### src/nifb_pkg.sv
package nifb_pkg;

    // frame framing
    localparam logic [7:0]  NIFB_DELIM     = 8'h7e;
    localparam logic [7:0]  NIFB_TYPE_OTA  = 8'ha0;
    localparam logic [7:0]  NIFB_TYPE_RR   = 8'ha1;
    localparam logic [7:0]  NIFB_CKS_BASE  = 8'hff;

    // receive options encoding
    localparam logic [7:0]  NIFB_RXO_ACKED = 8'h01;
    localparam logic [7:0]  NIFB_RXO_BCAST = 8'h02;

    // bootloader message type codes
    localparam logic [7:0]  NIFB_MT_ACK    = 8'h06;
    localparam logic [7:0]  NIFB_MT_NACK   = 8'h15;
    localparam logic [7:0]  NIFB_MT_NOMAC  = 8'h40;
    localparam logic [7:0]  NIFB_MT_QUERY  = 8'h51;
    localparam logic [7:0]  NIFB_MT_QRESP  = 8'h52;

    // byte offsets inside a frame
    localparam int          NIFB_OFS_LEN_HI = 1;
    localparam int          NIFB_OFS_LEN_LO = 2;
    localparam int          NIFB_OFS_TYPE   = 3;
    localparam int          NIFB_OFS_SRC64  = 4;
    localparam int          NIFB_OFS_SRC64E = 11;
    localparam int          NIFB_OFS_A16_HI = 12;
    localparam int          NIFB_OFS_A16_LO = 13;
    localparam int          NIFB_OFS_RXO    = 14;
    localparam int          NIFB_OFS_MSG    = 15;
    localparam int          NIFB_OFS_NHOP   = 15;
    localparam int          NIFB_OFS_BLK    = 16;
    localparam int          NIFB_OFS_HOP    = 16;
    localparam int          NIFB_OFS_TGT    = 17;
    localparam int          NIFB_OFS_TGTE   = 24;

    // frame data lengths (type byte through last field)
    localparam logic [15:0] NIFB_LEN_OTA     = 16'h0016;
    localparam logic [15:0] NIFB_LEN_RR_BASE = 16'h000d;

    typedef enum logic [2:0] {
        NIFB_MSG_ACK,
        NIFB_MSG_NACK,
        NIFB_MSG_NOMAC,
        NIFB_MSG_QUERY,
        NIFB_MSG_QRESP
    } nifb_msg_t;

endpackage : nifb_pkg
### src/nifb_cksum.sv
`timescale 1ns/1ps
module nifb_cksum (
    // clock and reset
    input  wire logic       clk,
    input  wire logic       rst,
    // byte feed
    input  wire logic       clr,
    input  wire logic       add,
    input  wire logic [7:0] data,
    // result
    output logic      [7:0] cks
);
    import nifb_pkg::*;

    logic [7:0] sum_q;
    logic [7:0] sum_d;

    always_comb begin
        sum_d = sum_q;
        if (clr) begin
            sum_d = 8'h00;
        end else if (add) begin
            sum_d = 8'(sum_q + data);
        end
    end

    always_ff @(posedge clk) begin
        if (rst) begin
            sum_q <= 8'h00;
        end else begin
            sum_q <= sum_d;
        end
    end

    // shown combinationally so the builder loads it without a bubble
    assign cks = NIFB_CKS_BASE - sum_q;

endmodule : nifb_cksum

### src/nifb_frame_builder.sv
`timescale 1ns/1ps
// Function
// - An update status frame carries type code 0xa0 in byte 3.
// - Update status bytes 4 to 11 hold the responding radio's 64-bit address, high byte first.
// - Update status bytes 12 and 13 hold the updater's 16-bit network address.
// - Byte 14 is 0x01 for an acknowledged packet and 0x02 for a broadcast.
// - Byte 15 holds the bootloader message code 0x06, 0x15, 0x40, 0x51 or 0x52.
// - Byte 16 repeats the block number, or zero where none applies.
// - From byte 17 the target's 64-bit address follows, high byte first.
// - A query that met an inactive bootloader is reported with code 0x51.
// - A route record event taken while idle, with no update status request in the same cycle, yields a frame with type code 0xa1 in byte 3.
// - Route record bytes 4 to 11 hold the originator's 64-bit address, high byte first.
// - Route record bytes 12 and 13 hold the originator's 16-bit address and byte 14 the receive options.
// - Route record byte 15 counts the intermediate hops, source and destination excluded.
// - From byte 16 each hop follows as two bytes, destination's neighbour first.
module nifb_frame_builder #(
    parameter int MAX_HOPS = 8
) (
    // clock and reset
    input  wire logic                       CLK,
    input  wire logic                       RST,
    // update status event
    input  wire logic                       OTA_REQ,
    input  wire logic [63:0]                OTA_SRC64,
    input  wire logic [15:0]                OTA_UPD16,
    input  wire logic                       OTA_BCAST,
    input  wire nifb_pkg::nifb_msg_t        OTA_MSG,
    input  wire logic                       OTA_BLK_VALID,
    input  wire logic [7:0]                 OTA_BLK,
    input  wire logic [63:0]                OTA_TGT64,
    // route record event
    input  wire logic                       RR_REQ,
    input  wire logic [63:0]                RR_SRC64,
    input  wire logic [15:0]                RR_SRC16,
    input  wire logic                       RR_BCAST,
    input  wire logic [7:0]                 RR_NHOPS,
    input  wire logic [16*MAX_HOPS-1:0]     RR_HOPS,
    // serial byte stream
    output logic      [7:0]                 OUT_DATA,
    output logic                            OUT_VALID,
    output logic                            OUT_LAST,
    input  wire logic                       OUT_READY,
    // status
    output logic                            BUSY
);
    import nifb_pkg::*;

    logic        busy_q,  busy_d;
    logic        rr_q,    rr_d;
    logic [7:0]  idx_q,   idx_d;
    logic [7:0]  pos_q,   pos_d;
    logic [7:0]  data_q,  data_d;
    logic        valid_q, valid_d;
    logic        last_q,  last_d;
    logic        bsy_o_q, bsy_o_d;
    logic [63:0] src_q,   src_d;
    logic [15:0] a16_q,   a16_d;
    logic [7:0]  rxo_q,   rxo_d;
    logic [7:0]  msg_q,   msg_d;
    logic [7:0]  blk_q,   blk_d;
    logic [63:0] tgt_q,   tgt_d;
    logic [7:0]  nhop_q,  nhop_d;
    logic [15:0] hops_q [MAX_HOPS];
    logic [15:0] hops_d [MAX_HOPS];

    logic [15:0] len;
    logic [7:0]  last_idx;
    logic [7:0]  body;
    logic [7:0]  cks;
    logic        cks_clr;
    logic        cks_add;
    logic        take;

    function automatic logic [7:0] msg_code(input nifb_msg_t m);
        unique case (m)
            NIFB_MSG_ACK:   msg_code = NIFB_MT_ACK;
            NIFB_MSG_NACK:  msg_code = NIFB_MT_NACK;
            NIFB_MSG_NOMAC: msg_code = NIFB_MT_NOMAC;
            NIFB_MSG_QUERY: msg_code = NIFB_MT_QUERY;
            NIFB_MSG_QRESP: msg_code = NIFB_MT_QRESP;
            default:        msg_code = NIFB_MT_ACK;
        endcase
    endfunction : msg_code

    nifb_cksum u_cksum (
        .clk  (CLK),
        .rst  (RST),
        .clr  (cks_clr),
        .add  (cks_add),
        .data (data_d),
        .cks  (cks)
    );

    // frame length and the byte at the next load index
    always_comb begin
        automatic int i = 0;
        automatic int k = 0;
        len      = rr_q ? 16'(NIFB_LEN_RR_BASE + {nhop_q, 1'b0}) : NIFB_LEN_OTA;
        last_idx = 8'(len + 16'd3);
        i        = int'(idx_q);
        k        = (i - NIFB_OFS_HOP) >> 1;
        if (i == 0) begin
            body = NIFB_DELIM;
        end else if (i == NIFB_OFS_LEN_HI) begin
            body = len[15:8];
        end else if (i == NIFB_OFS_LEN_LO) begin
            body = len[7:0];
        end else if (i == NIFB_OFS_TYPE) begin
            body = rr_q ? NIFB_TYPE_RR : NIFB_TYPE_OTA;
        end else if (i <= NIFB_OFS_SRC64E) begin
            body = src_q[8*(NIFB_OFS_SRC64E-i) +: 8];
        end else if (i == NIFB_OFS_A16_HI) begin
            body = a16_q[15:8];
        end else if (i == NIFB_OFS_A16_LO) begin
            body = a16_q[7:0];
        end else if (i == NIFB_OFS_RXO) begin
            body = rxo_q;
        end else if (i == NIFB_OFS_MSG) begin
            body = rr_q ? nhop_q : msg_q;
        end else if (rr_q) begin
            // even offsets carry the high byte of a hop
            body = i[0] ? hops_q[k][7:0] : hops_q[k][15:8];
        end else if (i == NIFB_OFS_BLK) begin
            body = blk_q;
        end else begin
            body = tgt_q[8*(NIFB_OFS_TGTE-i) +: 8];
        end
    end

    always_comb begin
        busy_d  = busy_q;
        rr_d    = rr_q;
        idx_d   = idx_q;
        pos_d   = pos_q;
        data_d  = data_q;
        valid_d = valid_q;
        last_d  = last_q;
        src_d   = src_q;
        a16_d   = a16_q;
        rxo_d   = rxo_q;
        msg_d   = msg_q;
        blk_d   = blk_q;
        tgt_d   = tgt_q;
        nhop_d  = nhop_q;
        hops_d  = hops_q;
        cks_clr = 1'b0;
        cks_add = 1'b0;
        take    = !valid_q || OUT_READY;
        if (take) begin
            valid_d = 1'b0;
            last_d  = 1'b0;
        end
        // a new event is ignored until the last byte has left; update status wins a tie
        if (!bsy_o_q && OTA_REQ) begin
            busy_d  = 1'b1;
            rr_d    = 1'b0;
            idx_d   = 8'h00;
            cks_clr = 1'b1;
            src_d   = OTA_SRC64;
            a16_d   = OTA_UPD16;
            rxo_d   = OTA_BCAST ? NIFB_RXO_BCAST : NIFB_RXO_ACKED;
            msg_d   = msg_code(OTA_MSG);
            blk_d   = OTA_BLK_VALID ? OTA_BLK : 8'h00;
            tgt_d   = OTA_TGT64;
        end else if (!bsy_o_q && RR_REQ) begin
            busy_d  = 1'b1;
            rr_d    = 1'b1;
            idx_d   = 8'h00;
            cks_clr = 1'b1;
            src_d   = RR_SRC64;
            a16_d   = RR_SRC16;
            rxo_d   = RR_BCAST ? NIFB_RXO_BCAST : NIFB_RXO_ACKED;
            // more hops than storage are cut, not wrapped
            nhop_d  = (RR_NHOPS > 8'(MAX_HOPS)) ? 8'(MAX_HOPS) : RR_NHOPS;
            for (int h = 0; h < MAX_HOPS; h++) begin
                hops_d[h] = RR_HOPS[16*h +: 16];
            end
        end else if (busy_q && take) begin
            valid_d = 1'b1;
            pos_d   = idx_q;
            idx_d   = idx_q + 8'h01;
            last_d  = (idx_q == last_idx);
            data_d  = (idx_q == last_idx) ? cks : body;
            cks_add = (idx_q >= 8'(NIFB_OFS_TYPE)) && (idx_q < last_idx);
            if (idx_q == last_idx) begin
                busy_d = 1'b0;
            end
        end
        bsy_o_d = busy_d || valid_d;
    end

    always_ff @(posedge CLK) begin
        if (RST) begin
            busy_q  <= 1'b0;
            rr_q    <= 1'b0;
            idx_q   <= 8'h00;
            pos_q   <= 8'h00;
            data_q  <= 8'h00;
            valid_q <= 1'b0;
            last_q  <= 1'b0;
            bsy_o_q <= 1'b0;
            src_q   <= 64'h0;
            a16_q   <= 16'h0;
            rxo_q   <= 8'h00;
            msg_q   <= 8'h00;
            blk_q   <= 8'h00;
            tgt_q   <= 64'h0;
            nhop_q  <= 8'h00;
        end else begin
            busy_q  <= busy_d;
            rr_q    <= rr_d;
            idx_q   <= idx_d;
            pos_q   <= pos_d;
            data_q  <= data_d;
            valid_q <= valid_d;
            last_q  <= last_d;
            bsy_o_q <= bsy_o_d;
            src_q   <= src_d;
            a16_q   <= a16_d;
            rxo_q   <= rxo_d;
            msg_q   <= msg_d;
            blk_q   <= blk_d;
            tgt_q   <= tgt_d;
            nhop_q  <= nhop_d;
        end
        hops_q <= hops_d;
    end

    assign OUT_DATA  = data_q;
    assign OUT_VALID = valid_q;
    assign OUT_LAST  = last_q;
    assign BUSY      = bsy_o_q;

    // independent running sum for the checksum check
    logic [7:0] chk_sum_q;
    always_ff @(posedge CLK) begin
        if (RST) begin
            chk_sum_q <= 8'h00;
        end else if (valid_q && OUT_READY) begin
            chk_sum_q <= last_q ? 8'h00 : ((pos_q >= 8'd3) ? 8'(chk_sum_q + data_q) : 8'h00);
        end
    end
endmodule : nifb_frame_builder

### config.mk
export PLATFORM = sky130hd
export DESIGN_NAME = nifb_frame_builder
export DESIGN_NICKNAME = d
export VERILOG_FILES = /design/src/nifb_pkg.sv /design/src/nifb_cksum.sv /design/src/nifb_frame_builder.sv
export SDC_FILE = /design/constraint.sdc
export NUM_CORES = 1
export LEC_CHECK = 0
export BUFFER_PORTS_ARGS = -buffer_cell sky130_fd_sc_hd__buf_2
export CORE_ASPECT_RATIO = 0.8
export CORE_MARGIN = 2
export CORE_UTILIZATION = 41
export DETAILED_ROUTE_END_ITERATION = 7
export GPL_ROUTABILITY_DRIVEN = 0
export MAX_ROUTING_LAYER = met4
export SLEW_MARGIN = 10
export SYNTH_ARGS = -nofsm -noshare
export SYNTH_HDL_FRONTEND = slang
export SYNTH_SLANG_ARGS = --single-unit
### constraint.sdc
create_clock -name CLK -period 14.8 [get_ports CLK]
set_input_delay 1.48 -clock CLK [delete_from_list [all_inputs] [get_ports CLK]]
set_output_delay 1.48 -clock CLK [all_outputs]
set_load 0.01 [all_outputs]
Yosys cells after proc, flatten, opt, wreduce, memory -nomap -nowiden
Index checks and enable logic that the tools add are counted.

$add $sub $neg: 8. Magnitude comparators: 5. Equal/unequal tests: 13. Shifts and indexed selects: 2. Muxes and demuxes: 50. Bitwise logic cells: 2. Reductions and logical operators: 14.

Operators by type and width (number): 8-bit two-way mux (21); 64-bit two-way mux (2); 64-bit by 12-bit variable part select with 8-bit output (2); 16-bit two-way mux (4); 16-bit binary-select mux with 3-bit select (1); 8-bit by 5-bit == test with 1-bit output (second input constant) (4); 32-bit by 4-bit >= comparator with 1-bit output (second input constant) (1); 31-bit NOT with 32-bit output (1); 7-bit case mux with 4 select lines (1); 1-bit two-way mux (18); 8-bit by 3-bit == test with 1-bit output (second input constant) (2); 4-bit by 9-bit adder with 10-bit output (first input constant) (1); 10-bit two-way mux (1); 4-bit by 8-bit subtractor with 9-bit output (first input constant) (1); 5-bit by 8-bit subtractor with 9-bit output (first input constant) (1); 8-bit by 5-bit subtractor with 9-bit output (second input constant) (1); 8-bit by 1-bit adder with 8-bit output (second input constant) (1); 8-bit by 2-bit adder with 8-bit output (second input constant) (1); 8-bit adder (1); 8-bit by 2-bit == test with 1-bit output (second input constant) (1); 8-bit by 6-bit == test with 1-bit output (second input constant) (1); 8-bit == test (1); 8-bit by 2-bit >= comparator with 1-bit output (second input constant) (1); 8-bit by 4-bit greater-than comparator with 1-bit output (second input constant) (1); 16 further kinds (24).

Register bits after elaboration: 333. Output and inout port bits: 11.

Logic depth before layout (Yosys ltp)
Word-level depth: 21. Depth in mapped cells: 26.

Hierarchy
From an unflattened synthesis, not the netlist that was laid out.

Cells, all modules: 1558. Area total of the unflattened synthesis: 15481.1 um^2.

By module, submodules not included: nifb_frame_builder (instances 1, cells an instance 1475, area an instance 14826.7 um^2); nifb_cksum (instances 1, cells an instance 83, area an instance 654.4 um^2).

Worst setup path after synthesis
Ideal clock, no wire load.

Path kind: reg2reg. Start point: reg idx_q[1]. End point: reg u_cksum.sum_q[7]. Data arrival time: 4810 ps. Data required time: 14677 ps. Path slack: 9867 ps. Stages on the path, launching flop included: 23. Path buffers: 7. Cell sequence: dfxtp_1 > buf_6 > buf_12 > buf_6 > buf_4 > buf_2 > inv_1 > ha_1 > buf_1 > buf_2 > mux4_2 > mux2_2 > a221oi_1 > nor4_1 > or3_1 > ha_1 > a21oi_1 > o21bai_1 > a21oi_1 > o21a_1 > nor2_1 > mux2i_1 > mux2_1.

Word-level cells in the longest chain between the ends: 21.

RTL lines: from (decl) (line nifb_frame_builder.sv:50) `logic [7:0] idx_q, idx_d;`; from (signal assigned) (line nifb_frame_builder.sv:212) `idx_q <= idx_d;`; parallel branches: the longest is 16 deep, another holds 5-bit by 8-bit subtractor with 9-bit output; 8-bit two-way mux * (line nifb_frame_builder.sv:183) `data_d = (idx_q == last_idx) ? cks : body;`; 8-bit two-way mux * (line nifb_frame_builder.sv:178) `end else if (busy_q && take) begin`; 8-bit two-way mux * (line nifb_frame_builder.sv:165) `end else if (!bsy_o_q && RR_REQ) begin`; 8-bit two-way mux * (line nifb_frame_builder.sv:154) `if (!bsy_o_q && OTA_REQ) begin`; named net data_d[2] (line nifb_frame_builder.sv:52) `logic [7:0] data_q, data_d;`; 8-bit adder * (line nifb_cksum.sv:23) `sum_d = 8'(sum_q + data);`; to (signal assigned) (line nifb_cksum.sv:31) `sum_q <= sum_d;`; to (decl) (line nifb_cksum.sv:15) `logic [7:0] sum_q;`.

Mark *: on every way through the listed nets, which the timed path passes. The select of a mux whose other input is x is not followed. A chain may end at the register's enable or synchronous reset.

Worst setup path in the final report
Start point: reg idx_q[3]. End point: reg u_cksum.sum_q[7].

The elaborated chain is that of the path after synthesis.

==> metrics.md <==
| Metric | Value |
|---|---|
| H-Tree Depth | `2` |
| # DRC | `0` |
| Vias | `~13000` |
| DP Wirelength | `about 36 mm` |
| Wire per inst | `21.0 um` |
| Syn avg cell area | `between 10 and 15 um2` |
| RSZ-0062 raised after global routing | `false` |
| WS Path Type | `flop to flop` |
| Worst path slowest cell | `nor3_1` |
| Most frequent cells in the layout | `388 x buf_2, 335 x nand2_1, 193 x dfxtp_1` |
| Antenna-violating nets left | `0` |
| Outcome | `finished, final reports clean` |
| Final clock skew | `0.0226 ns` |
| Final #Nets | `2190` |
| Combinational fraction of design power | `12.1%` |
| Critical Path Max Stage Delay | `0.92 ns` |
| FF-to-FF path depth | `18` |
| Switch Pwr | `approximately 570 uW` |
| Layout cells sized above 1 | `a little under a third` |
| Synth top area share | `26.1%` |
| WHS Path Cells | `2` |
| Pin count of the biggest net entering global routing | `97` |
| CTS tree | `built` |
| Clk Latency, worst-skew pair | `around 0.54 ns` |
| Power Density | `121 nW/um2` |
| Pleak | `0.00729 uW` |
| CTS root buffer | `clkbuf_16` |
| Setup Fix Bufs, Post-CTS | `0` |
| Final Cycle Share | `between 30% and 40%` |
| Post-cts resize count | `0` |
| CTS buffer count | `35` |
| Yosys cell types | `69` |
| Cell Area, Synth | `15000 um2` |
| Fin worst setup slack | `9.20 ns` |
| CP max FO | `13` |
| Clock transition at path regs | `approximately 0.060 ns` |
| Critical path depth in cells | `18` |
| Maximum clock path buffer count | `3` |
| Setup violations, final | `0` |
| Max-Slew Margin vs Limit | `21.3%` |
| Starting Density | `41.8%` |
| Die W | `218 um` |
| Setup crit end kind | `flop` |
| Final Slew Violations | `0` |
| CP required | `15.20 ns` |
| Largest cells by area after synthesis | `dfxtp_1 26%, edfxtp_1 26%, mux4_2 9.0%` |
| Worst Tran Pin Value | `1.17 ns` |
| Synthesized instance count | `1467` |
| CTS Hold Bufs | `0` |
| DRT Wirelength | `48.4 mm` |
| Pre-antenna DRT Iters | `5` |
| Delay-heaviest family, CP | `compound AO/OA/AOI/OAI gates` |
| Internal power | `1670 uW` |
| Vias in the first global route | `about 12000` |
| Vias per std cell | `about 5.5` |
| Share of power burned in registers | `45.6%` |
| Sink Count | `~320` |
| Register area share after synthesis | `51.7%` |
| Ys async rst share | `0%` |
| DP Worst Slack | `9.26 ns` |
| TNS Setup | `0 ns` |
| First-pass GRT wire length | `72.3 mm` |
| Initial antenna violation count | `3` |
| Area leader, netlist | `dfxtp_1` |
| Post-synth top flop | `dfxtp_1` |
| Clock Power Share | `a little over two fifths` |
| Max Cap Viol | `0` |
| Die H | `175 um` |
| Final hold vios | `0` |
| Total grt overflow | `0` |
| IO Port Bufs | `389` |
| Final worst path period need | `about 5.6 ns` |
| Crit path top cell by count | `a21oi_1` |
| GRT Overall Usage | `about a quarter` |
| Fillers | `around 3300` |
| Max Fclk | `around 0.18 GHz` |
| Tightest Hold Check Type | `flop to flop` |
| Core area | `36000 um2` |
| P&R area growth vs syn | `22.6%` |
| Buffers & Inverters on Critical Path | `1` |
| 1st-iter DRT viols | `1210` |
| Switching portion of total power | `about a quarter` |
| Rows | `62` |
| Commonest non-fill, non-tap cell in the layout | `buf_2` |
| Max VDD drop | `approximately 0.00007 V` |
| Worst path arrival time | `6.01 ns` |
| Syn_nets | `1870` |
| Die area | `38200 um2` |
| Startpoint types | `flop` |
| Critical path, cell by cell | `inv_1, ha_1, nand4b_1, nor3_1, a211o_1, o221ai_1, a21oi_1, a2111oi_2, o41ai_2, ha_1, a21o_1, a21oi_1, o21bai_1, a21oi_1, o21a_1, nor2_1, mux2i_1, mux2_1` |
| Yosys warnings | `0` |
| Number of flops mapped to enable cells by yosys | `128` |
| Yosys reg bits | `324` |
| # IOs | `390` |
==> final cells by class <==
type                       instances  area [um2]  area share [%]
clock buffer                      47        1000            5.43
antenna                            4        10.0          0.0543
tap                              480         601            3.26
clock inverter                    17         245            1.33
inverter                          14        55.1           0.299
sequential                       324        7780            42.2
timing repair buffer             401        2040            11.1
multi-input combinational       1011        6710            36.4
==> state kept, by name, indices dropped and copies added, names as in the netlist, 2 cells and up <==
| name | count |
|---|---|
| idx_q | 8 |
| src_q | 64 |
| blk_q | 8 |
| OUT_DATA | 8 |
| msg_q | 5 |
| u_cksum.sum_q | 8 |
| rxo_q | 2 |
| nhop_q | 8 |
| tgt_q | 64 |
| a16_q | 16 |
| hops_q | 128 |
==> power groups by stage <==
stage / registers [uW] / logic [uW] / clock network (uW)
3_3_place_gp: 1040 / 268 / 0
6_report: 1020 / 271 / 946
5_1_grt: 1030 / 299 / 997
3_5_place_dp: 1040 / 271 / 0
2_1_floorplan: 1030 / 168 / 0
4_1_cts: 1020 / 272 / 965
==> routing by layer <==
layer	up-vias	GRT usage, %	share of wire, %
met3	56	5.21	8.3
met5	-	-	0
met1	6096	35.9	45
met2	547	38.0	45
li1	5986	-	-
met4	0	6.58	2.0
==> worst min-delay path, stage by stage (launching register included) <==
cell,delay [ns]
dfxtp_1,0.31
nand2_1,0.05
a21oi_1,0.05
==> through the flow <==
| step | area, um2 | hold WS (ns) | utilization [%] | cells | total power [uW] |
|---|---|---|---|---|---|
| after global placement | 17200 | 0.443 | 47.7 | 2230 | 1310 |
| after global routing | 18400 | 0.475 | 51.2 | 2297 | 2320 |
| after floorplan | 15000 | 0.432 | - | 1467 | 1190 |
| after detailed placement | 17200 | 0.445 | 47.7 | 2230 | 1310 |
| after CTS | 18400 | 0.455 | 51.2 | 2294 | 2260 |
| final | 18400 | 0.452 | 51.2 | 2298 | 2240 |
==> cell usage after synthesis (4+ instances only) <==
| library cell | number |
|---|---|
| o21bai_1 | 4 |
| nor4_1 | 4 |
| nor3_1 | 12 |
| a221o_1 | 4 |
| edfxtp_1 | 128 |
| mux2_2 | 8 |
| a311oi_1 | 84 |
| mux2i_1 | 27 |
| nor2b_1 | 12 |
| and3_1 | 5 |
| xnor2_1 | 13 |
| a22oi_1 | 7 |
| nor2_1 | 141 |
| nand3_1 | 29 |
| buf_6 | 4 |
| o211ai_1 | 7 |
| nand2b_1 | 6 |
| or3_1 | 5 |
| a22o_1 | 4 |
| buf_4 | 6 |
| a211oi_1 | 7 |
| dfxtp_1 | 196 |
| mux4_2 | 60 |
| o21a_1 | 5 |
| xor2_1 | 7 |
| nand4_1 | 4 |
| inv_1 | 13 |
| a31oi_1 | 5 |
| ha_1 | 23 |
| clkbuf_1 | 92 |
| and2_1 | 7 |
| a21oi_1 | 116 |
| o221ai_1 | 10 |
| nand2_1 | 336 |
| o21ai_0 | 13 |
| buf_2 | 12 |
| a21o_1 | 4 |
==> cells by family (layout without fill, tap and decap cells) <==
logic type | count (synthesis) | after routing | synth area share (%)
simple gates | 570 | 570 | 15.6
buf+inv | 132 | 479 | 3.85
xor+xnor | 21 | 21 | 1.27
other cells | 0 | 4 | 0
compound gates | 299 | 299 | 13.9
fa+ha+maj | 24 | 24 | 2.05
flops | 324 | 324 | 51.7
mux | 97 | 97 | 11.6
==> path summary, 6_finish.rpt <==
check	to	startpoint	slack (ns)
max reg2reg	u_cksum.sum_q[7]	idx_q[3]	9.20
min	tgt_q[9]	tgt_q[9]	0.45
max	u_cksum.sum_q[7]	idx_q[3]	9.20
min reg2reg	tgt_q[9]	tgt_q[9]	0.45
Power figures use the tool's default switching activity.
